==> src/mra_pkg.sv <==
package mra_pkg;

    // ----------------------------------------------------------------
    // Widths and constants
    // ----------------------------------------------------------------
    localparam int        DATA_W   = 8;      // Width of accumulator and memory byte.
    localparam int        MSB_POS  = 7;      // Bit that leaves on a left rotate.
    localparam int        LSB_POS  = 0;      // Bit that is filled on a left rotate.
    localparam logic [7:0] INC_STEP = 8'h01; // Increment amount.
    localparam logic [7:0] ACC_RST  = 8'h00; // Accumulator value after reset.
    localparam logic [7:0] ZERO_VAL = 8'h00; // Value that sets the zero flag.

    // ----------------------------------------------------------------
    // Operation selector
    // ----------------------------------------------------------------
    typedef enum logic [3:0] {
        MRA_OP_NONE,
        MRA_OP_INCREMENT_TO_ACC,
        MRA_OP_COPY_MEM_TO_ACC,
        MRA_OP_COPY_ACC_TO_MEM,
        MRA_OP_BITWISE_OR_TO_ACC,
        MRA_OP_BITWISE_OR_TO_MEMORY,
        MRA_OP_ROTATE_LEFT_IN_PLACE,
        MRA_OP_ROTATE_LEFT_TO_ACC,
        MRA_OP_ROTATE_LEFT_VIA_CARRY,
        MRA_OP_ROTATE_LEFT_VIA_CARRY_TO_ACC
    } mra_op_e;

    // Request from decode: operation and the fetched memory byte.
    typedef struct packed {
        mra_op_e     op;
        logic [7:0]  mem_data;
    } mra_req_s;

    // Memory write-back carrier.
    typedef struct packed {
        logic        we;
        logic [7:0]  data;
    } mra_wr_s;

    // Status flag pair handled by this block.
    typedef struct packed {
        logic        zero;
        logic        carry;
    } mra_flags_s;

endpackage

==> src/mra_alu.sv <==
`timescale 1ns/1ps
// Behaviour
// - Increment memory into accumulator, zero flag only.
// - Copy memory to accumulator, flags untouched.
// - Copy accumulator to memory, flags untouched.
// - OR into accumulator, zero flag only.
// - OR into memory, zero flag only.
// - Rotate memory left in place, no flags.
// - Rotate memory left into accumulator, no flags.
// - Rotate memory left through carry in place.
// - Rotate through carry into accumulator, carry updates.
module mra_alu
    import mra_pkg::*;
(
    input  wire logic        mclk_in,     // Core clock, 100 MHz.
    input  wire logic        rst_n_in,    // Synchronous reset, active low.
    input  wire mra_req_s    req_in,      // Operation and memory byte, one cycle.
    input  wire logic        carry_ld_in, // Load carry flag from core this cycle.
    input  wire logic        carry_val_in,// Carry value loaded by the core.
    output logic [7:0]       acc_out,     // Accumulator contents.
    output mra_flags_s       flags_out,   // Zero and carry flags.
    output mra_wr_s          mem_wr_out   // Memory write-back, strobe one cycle.
);

    // ----------------------------------------------------------------
    // State
    // ----------------------------------------------------------------
    logic [7:0]  acc_r;        // Accumulator register.
    logic [7:0]  acc_nxt;      // Next accumulator.
    mra_flags_s  flags_r;      // Flag register.
    mra_flags_s  flags_nxt;    // Next flags.
    mra_wr_s     wr_r;         // Registered write-back.
    mra_wr_s     wr_nxt;       // Next write-back.
    logic [7:0]  m;            // Operand shorthand.
    logic [7:0]  or_res;       // OR result shared by two operations.
    logic [7:0]  inc_res;      // Increment result.
    logic [7:0]  rl_res;       // Plain left rotate.
    logic [7:0]  rlc_res;      // Left rotate through carry.

    // Every result is formed once from the operand and picked by the case below.
    // Sharing the OR path keeps both OR operations on one adder-free path.
    assign m       = req_in.mem_data;
    assign or_res  = acc_r | m;
    assign inc_res = m + INC_STEP;
    assign rl_res  = {m[MSB_POS-1:LSB_POS], m[MSB_POS]};
    assign rlc_res = {m[MSB_POS-1:LSB_POS], flags_r.carry};

    // ----------------------------------------------------------------
    // Next-state computation
    // ----------------------------------------------------------------
    // Only the operation in hand touches a destination; everything else holds.
    // A core carry load is applied first so an ALU carry update in the same
    // cycle wins, keeping the instruction's own effect.
    always_comb begin
        acc_nxt   = acc_r;
        flags_nxt = flags_r;
        wr_nxt    = '{we: 1'b0, data: wr_r.data};
        if (carry_ld_in) begin
            flags_nxt.carry = carry_val_in;
        end
        case (req_in.op)
            MRA_OP_INCREMENT_TO_ACC: begin
                acc_nxt        = inc_res;
                flags_nxt.zero = (inc_res == ZERO_VAL);
            end
            MRA_OP_COPY_MEM_TO_ACC: begin
                acc_nxt = m;
            end
            MRA_OP_COPY_ACC_TO_MEM: begin
                wr_nxt = '{we: 1'b1, data: acc_r};
            end
            MRA_OP_BITWISE_OR_TO_ACC: begin
                acc_nxt        = or_res;
                flags_nxt.zero = (or_res == ZERO_VAL);
            end
            MRA_OP_BITWISE_OR_TO_MEMORY: begin
                wr_nxt         = '{we: 1'b1, data: or_res};
                flags_nxt.zero = (or_res == ZERO_VAL);
            end
            MRA_OP_ROTATE_LEFT_IN_PLACE: begin
                wr_nxt = '{we: 1'b1, data: rl_res};
            end
            MRA_OP_ROTATE_LEFT_TO_ACC: begin
                acc_nxt = rl_res;
            end
            MRA_OP_ROTATE_LEFT_VIA_CARRY: begin
                wr_nxt          = '{we: 1'b1, data: rlc_res};
                flags_nxt.carry = m[MSB_POS];
            end
            MRA_OP_ROTATE_LEFT_VIA_CARRY_TO_ACC: begin
                acc_nxt         = rlc_res;
                flags_nxt.carry = m[MSB_POS];
            end
            // No operation or an unknown code changes nothing.
            default: begin
            end
        endcase
    end

    // ----------------------------------------------------------------
    // Registers
    // ----------------------------------------------------------------
    // The reset is synchronous, so the reset branch only loads constants.
    // The write strobe clears on reset so no stray byte lands in memory.
    always_ff @(posedge mclk_in) begin
        if (!rst_n_in) begin
            acc_r   <= ACC_RST;
            flags_r <= '0;
            wr_r    <= '0;
        end else begin
            acc_r   <= acc_nxt;
            flags_r <= flags_nxt;
            wr_r    <= wr_nxt;
        end
    end

    // Outputs come straight from the registers, so decode never sees a glitch.
    assign acc_out    = acc_r;
    assign flags_out  = flags_r;
    assign mem_wr_out = wr_r;
endmodule

==> config.mk <==
export PLATFORM = sky130hd
export DESIGN_NAME = mra_alu
export DESIGN_NICKNAME = d
export VERILOG_FILES = /design/src/mra_pkg.sv /design/src/mra_alu.sv
export SDC_FILE = /design/constraint.sdc
export NUM_CORES = 1
export LEC_CHECK = 0
export BUFFER_PORTS_ARGS = -buffer_cell sky130_fd_sc_hd__buf_2
export CORE_MARGIN = 5
export CORE_UTILIZATION = 48
export CTS_CLUSTER_SIZE = 20
export DETAILED_ROUTE_END_ITERATION = 10
export HOLD_SLACK_MARGIN = 0.08
export PLACE_DENSITY = 0.76
export SKIP_LAST_GASP = 1
export SLEW_MARGIN = 0
export SYNTH_ARGS = -nofsm -noshare
export SYNTH_HDL_FRONTEND = slang
export SYNTH_SLANG_ARGS = --single-unit
==> constraint.sdc <==
create_clock -name mclk_in -period 1.7 [get_ports mclk_in]
set_clock_uncertainty 0.05 [all_clocks]
set_input_delay 0.17 -clock mclk_in [delete_from_list [all_inputs] [get_ports mclk_in]]
set_output_delay 0.17 -clock mclk_in [all_outputs]
set_load 0.1 [all_outputs]
==> results of run 1 <==
-- worst reg2reg max path: cells and delay by family (launching register included) --
family          cells  cell delay [ps]
simple gates        1               70
compound gates      3              630
flops               1              380
-- worst min path at each step --
stage               cells after the start           end          from  slack [ps]
finish                                  2  flags_out[0]     req_in[7]         180
floorplan                               1  flags_out[0]     req_in[7]         280
detailed placement                      2  flags_out[0]     req_in[7]         490
CTS                                     2  flags_out[0]     req_in[7]         170
global placement                        4  flags_out[0]  carry_val_in         460
global route                            2  flags_out[0]     req_in[7]         180
-- area by class of cell --
class                           instances  share of cell area (%)
Clock buffer                            4                    1.52
Inverter                                2                   0.433
Sequential cell                        19                    21.9
Timing Repair Buffer                   52                    18.3
Multi-Input combinational cell        143                    55.6
Tap cell                               31                    2.24
-- flip-flops by register name, indices dropped and copies added (netlist names) --
| register | count |
|---|---|
| mem_wr_out | 9 |
| acc_out | 8 |
| flags_out | 2 |
-- routing by layer --
layer,vias up,wire length [µm],GRT usage [%]
met5,-,0,0
met4,0,125,7.12
met3,23,426,5.01
met2,104,2080,36.3
met1,770,1820,29.1
li1,763,-,-
-- per-stage QoR --
step	setup slack (ps)	total power, µW	hold slack, ps	area, µm²
finish	231	1350	177	1730
floorplan	90.3	965	276	1430
CTS	258	1350	168	1730
detailed placement	-33.4	1110	485	1710
global route	118	1420	180	1730
global placement	5.65	1100	464	1710
-- cell usage after synthesis (3+ instances only) --
| master | count |
|---|---|
| nor2_1 | 14 |
| clkbuf_1 | 10 |
| dfxtp_1 | 19 |
| xor2_1 | 3 |
| xnor2_1 | 3 |
| nand4_1 | 3 |
| nor2b_1 | 12 |
| nor3_1 | 3 |
| nand3_1 | 3 |
| a21oi_1 | 6 |
| o21ai_0 | 17 |
| a22oi_1 | 6 |
| a222oi_1 | 8 |
| nor4_1 | 5 |
| nand2_1 | 16 |
| a22o_1 | 9 |
| nand2b_1 | 5 |
-- power breakdown --
part           internal (µW)  switching [µW]  leakage [µW]
sequential               479            33.7      0.000156
clock                   91.6             153     0.0000150
combinational            165             428      0.000595
-- kinds of logic after synthesis --
group	share of synthesized area (%)
AND/OR/NAND/NOR	25.7
AO/OA/AOI/OAI	33.7
flip-flops	26.6
buffers and inverters	6.12
XOR/XNOR	4.81
multiplexers	1.40
adder cells (fa/ha/maj)	1.75
==> results.txt, run 1 <==
----------------------------------------------------
[Synth]
  Largest cells by area after synthesis ... dfxtp_1 27%, o21ai_0 5.9%, a222oi_1 5.6%
  Avg Inst Size Synth ... 7.95 µm²
  Cells after Synth ... 180
  Number of warning messages in the yosys log ... 0
  Number of distinct library cells after synthesis ... 48
  Most common flop cell mapped by yosys ... dfxtp_1
  Synth Net Count ... slightly below 200
  Fraction of synthesized cell area taken by the top area cell type ... between 20% and 30%
  Cell area after technology mapping ... 0.00143 mm²
  Part of the Yosys area used for sequential elements ... about a quarter
  Number of enable-type register cells in the synthesized netlist ... 0
  Share of flip-flops with an asynchronous set or reset ... 0%
  Largest area contributor in the netlist ... dfxtp_1
  Number of flip-flops and latches in the synthesized netlist ... 19

[Place]
  Gpl congestion ... approximately 0.93
  Placed cell count ... approximately 250
  Buffers added on ports ... 34
  Detailed-placement wirelength estimate ... about 3400 µm

[Drt]
  Violation count after the first detailed-routing iteration ... ~110
  Routed Antenna Nets ... 0
  Post-DR vias/cell ... 6.61
  Vias after detailed routing ... between 1500 and 2000
  Average wire length per cell after detail routing ... 17.7 µm
  WL final ... roughly 4400 µm
  DRC violation count after routing ... 0
  Number of optimization iterations in the first detailed-route pass ... 7

[CTS]
  Level count of the clock H-tree ... 1
  TritonCTS Buffers ... 3
  Post-cts resize count ... 0
  Sinks on the clock net ... 19
  Largest buffer count on any clock path ... 2
  Clock latency of the later-clocked register in the worst-skew pair ... slightly above 300 ps
  Clock tree from TritonCTS ... built
  Hold Buf Count CTS ... 0
  Count of buffers added by post-CTS timing repair for setup ... 0
  CTS clk-pin slew, worst paths ... approximately 120 ps
  Root buffer cell ... clkbuf_4

[STA]
  Final count of hold timing violations ... 0
  Final sum of negative setup slack ... 0 ps
  Highest achievable clock rate ... a little under 700 MHz
  Number of setup violations in the final report ... 0
  Clock period minus worst slack ... roughly 1500 ps
  Remaining max-slew budget at the tightest pin ... around 53%
  Setup repair after global routing missed its margin ... false
  Worst Tran Pin Value ... approximately 700 ps
  Tcrit/Tclk final ... roughly 86%
  Final slew viol count ... 0

[Final layout]
  Fillcell total ... ~270
  Number of nets in the layout ... between 200 and 250
  Core occupancy in the finished layout ... between 60% and 70%
  Footprint of the multi-input gates ... around 960 µm²
  Layout overhead on the synthesized area ... 21.2%
  Leading cell type in the layout, fill and taps excluded ... buf_2
  Proportion of layout cells with a drive suffix above 1 ... ~29%
  Fin cells ... around 250
  Highest-count cells in the layout ignoring fill and taps ... 34 x buf_2, 19 x dfxtp_1, 17 x o21ai_0, 17 x buf_4, 16 x nand2_1
  Storage element area ... around 380 µm²
  Number of antenna diodes ... 0

[Setup path]
  CP Buf/Inv Count ... 1
  Maximum fanout along the worst path ... 5
  Data required time of the worst path ... 1480 ps
  CP Capture Point ... acc_out[1]
  Family with the most delay on the worst path ... flip-flops
  Worst reg2reg startpoint ... acc_out[7]
  Worst setup slack for register-to-register paths ... about 500 ps
  Worst Path Arrival ... between 1000 and 1500 ps
  Cell with the biggest individual delay on the critical path ... dfxtp_1
  Chain of cells forming the critical path ... buf_2
  Count of cells along the worst register-to-register path ... 4
  Number of gates on the worst path with buffers counted ... 1
  Delay of the slowest cell on the worst path ... approximately 470 ps
  Crit start category ... register
  Critical Path Sink Type ... output port
  Kind of critical path ... reg2out
  CP Launch Point ... acc_out[1]
  Worst reg2reg path endpoint ... acc_out[7]

[Global routing]
  GRT overflow ... 0
  First-pass GRT wire length ... ~7500 µm
  GR Util All Layers ... between 20% and 30%
  Pin count of the biggest net entering global routing ... 20
  Antenna violations before repair ... 0
  Number of global-route vias before repair ... between 1500 and 2000

[Floorplanning]
  Die extent in x ... 64.6 µm
  Area of the die ... 0.00417 mm²
  Vert. Die Dim ... about 65 µm
  Initial core utilization ... 51.0%
  Number of top-level pins ... 35
  CORE AREA ... approximately 0.0028 mm²
  Core Rows ... 19

[Job]
  Number of max-cap violations ... 0

[Min path]
  Worst Hold Class ... in2reg

[Pwr]
  Worst IR drop on VDD ... between 0.3 and 0.4 mV
  Ratio of total power to cell area ... a little under 800 mW/mm²
  Leakage power total ... between 0.0007 and 0.0008 µW

[Outcome]
  Result of the run ... complete, no violations

----------------------------------------------------
Power figures use the tool's default switching activity.
==> inputs of run 2 (changes only) <==
- CORE_MARGIN: 5 -> 2
==> run 2 against run 1 <==
The run now ends with DRC left; sequential cell count unchanged; critical endpoint is now acc_out[6]; largest power group unchanged; register-to-register slack lost 30 ps; clock-buffer cell count did not move; largest cell class unchanged; core utilization rose by 0.54 points.
==> results.txt, run 2 (synthesized netlist as in run 1, its figures left out) <==
----------------------------------------------------
[Drt]
  Average wire length per cell after detail routing ... 16.9 µm (-4.5%)
  Vias after detailed routing ... 1648 (-0.72%)
  Post-DR vias/cell ... 6.51 (-1.5%)
  Number of optimization iterations in the first detailed-route pass ... 8 (+1)
  DRC violation count after routing ... 3 (+3)
  WL final ... 4280 µm (-3.7%)
  Routed Antenna Nets ... 0 (unchanged)
  Violation count after the first detailed-routing iteration ... 111 (unchanged)

[Pwr]
  Ratio of total power to cell area ... 779 mW/mm² (about the same)
  Leakage power total ... 0.000775 µW (+1.2%)
  Worst IR drop on VDD ... 0.344 mV (-11%)

[Place]
  Gpl congestion ... 0.923 (-0.23%)
  Buffers added on ports ... 34 (unchanged)
  Detailed-placement wirelength estimate ... 3160 µm (-5.8%)
  Placed cell count ... 249 (+0.81%)

[Setup path]
  CP Capture Point ... acc_out[6]
  CP Buf/Inv Count ... 1 (unchanged)
  Number of gates on the worst path with buffers counted ... 1 (unchanged)
  Cell with the biggest individual delay on the critical path ... buf_2
  CP Launch Point ... acc_out[6]
  Worst reg2reg startpoint ... acc_out[7]
  Family with the most delay on the worst path ... buffers and inverters
  Worst setup slack for register-to-register paths ... 460 ps (-30 ps)
  Maximum fanout along the worst path ... 5 (unchanged)
  Critical Path Sink Type ... output port
  Crit start category ... register
  Delay of the slowest cell on the worst path ... 470 ps (about the same)
  Kind of critical path ... reg2out
  Worst reg2reg path endpoint ... acc_out[7]
  Count of cells along the worst register-to-register path ... 4 (unchanged)
  Chain of cells forming the critical path ... buf_2
  Worst Path Arrival ... 1260 ps (about the same)
  Data required time of the worst path ... 1480 ps (about the same)

[CTS]
  Clock tree from TritonCTS ... built
  Largest buffer count on any clock path ... 2 (unchanged)
  Sinks on the clock net ... 19 (unchanged)
  Post-cts resize count ... 0 (unchanged)
  TritonCTS Buffers ... 3 (unchanged)
  Hold Buf Count CTS ... 0 (unchanged)
  Root buffer cell ... clkbuf_4
  Count of buffers added by post-CTS timing repair for setup ... 0 (unchanged)
  CTS clk-pin slew, worst paths ... 130 ps (about the same)
  Level count of the clock H-tree ... 1 (unchanged)
  Clock latency of the later-clocked register in the worst-skew pair ... 320 ps (about the same)

[Final layout]
  Largest register FFs ... 9 (unchanged)
  Highest-count cells in the layout ignoring fill and taps ... 34 x buf_2, 19 x dfxtp_1, 19 x buf_4
  Number of nets in the layout ... 241 (+0.84%)
  Leading cell type in the layout, fill and taps excluded ... buf_2
  Layout overhead on the synthesized area ... 22.2%
  Proportion of layout cells with a drive suffix above 1 ... 29.3% (+0.64 points)
  Fin cells ... 253 (+0.80%)
  Number of antenna diodes ... 0 (unchanged)

[Outcome]
  Violations in the final reports ... DRC
  Result of the run ... finished, violations left

[Floorplanning]
  Area of the die ... 0.00343 mm² (-18%)
  Core Rows ... 19 (unchanged)
  Die extent in x ... 58.6 µm (-9.3%)
  CORE AREA ... 0.00281 mm² (unchanged)
  Number of top-level pins ... 35 (unchanged)
  Initial core utilization ... 51.0% (unchanged)
  Vert. Die Dim ... 58.6 µm (-9.3%)

[Global routing]
  Antenna violations before repair ... 0 (unchanged)
  GRT overflow ... 0 (unchanged)
  Number of global-route vias before repair ... 1439 (-8.6%)
  First-pass GRT wire length ... 6860 µm (-8.9%)
  GR Util All Layers ... 26.1% (+3.9 points)
  Pin count of the biggest net entering global routing ... 20 (unchanged)

[STA]
  Highest achievable clock rate ... 675 MHz (-0.78%)
  Worst Tran Pin Value ... 504 ps (-204 ps)
  Tcrit/Tclk final ... 87.1% (+0.68 points)
  Clock period minus worst slack ... 1480 ps (+11.5 ps)
  Min Hold Slack ... 142 ps (-34.5 ps)
  Remaining max-slew budget at the tightest pin ... 66.3% (+14 points)
  Final count of hold timing violations ... 0 (unchanged)
  Number of setup violations in the final report ... 0 (unchanged)
  Final slew viol count ... 0 (unchanged)
  Setup repair after global routing missed its margin ... false

[Min path]
  Startpoint of the lowest-slack hold path ... carry_val_in
  Worst Hold Class ... in2reg

[Job]
  Number of max-cap violations ... 0 (unchanged)

----------------------------------------------------
[run 2: cell count changes in the layout (fill, tap and decap cells not counted), sizes merged]
cell / before / now
buf: 52 / 54
[run 2: worst reg2reg max path: stages, from the launching register on]
cell and delay, ps:
dfxtp_1 370, o21ai_0 170, nand2_1 80, a22o_1 190, o31a_1 280
[run 2: metal layers]
layer / up-vias / routed length [µm] / track usage (%)
li1: 768 / - / -
met2: 104 / 1960 / 40.9
met3: 16 / 498 / 3.52
met5: - / 0 / 0
met1: 760 / 1700 / 35.2
met4: 0 / 125 / 13.0
[run 2: report_power, final]
part           internal, µW  switching, µW  total [µW]  leakage (µW)
registers               479           33.9         513      0.000156
logic                   167            428         595      0.000604
clock network          92.0            163         255     0.0000150
[run 2: area by class of cell]
class                      instances  area [µm²]
sequential                        19         380
timing repair buffer              54         333
clock buffer                       4        26.3
inverter                           2        7.51
tap                               31        38.8
fill                             262        1060
multi-input combinational        143         963
[run 2: stage by stage]
stage	setup WS (ps)	TNS (ps)	utilization [%]	total power, µW	instance area, µm²
floorplan	90.3	0	-	965	1430
global placement	32.5	0	61.4	1100	1720
detailed placement	-51.7	-128	61.4	1110	1720
CTS	241	0	62.4	1350	1750
global route	190	0	62.4	1420	1750
finish	219	0	62.4	1360	1750
[run 2: worst min path at each step]
stage	cells after the start	end	slack, ps
2_1_floorplan	1	flags_out[0]	280
6_report	4	flags_out[0]	140
5_1_grt	4	flags_out[0]	150
4_1_cts	4	flags_out[0]	150
3_5_place_dp	4	flags_out[0]	490
3_3_place_gp	4	flags_out[0]	470
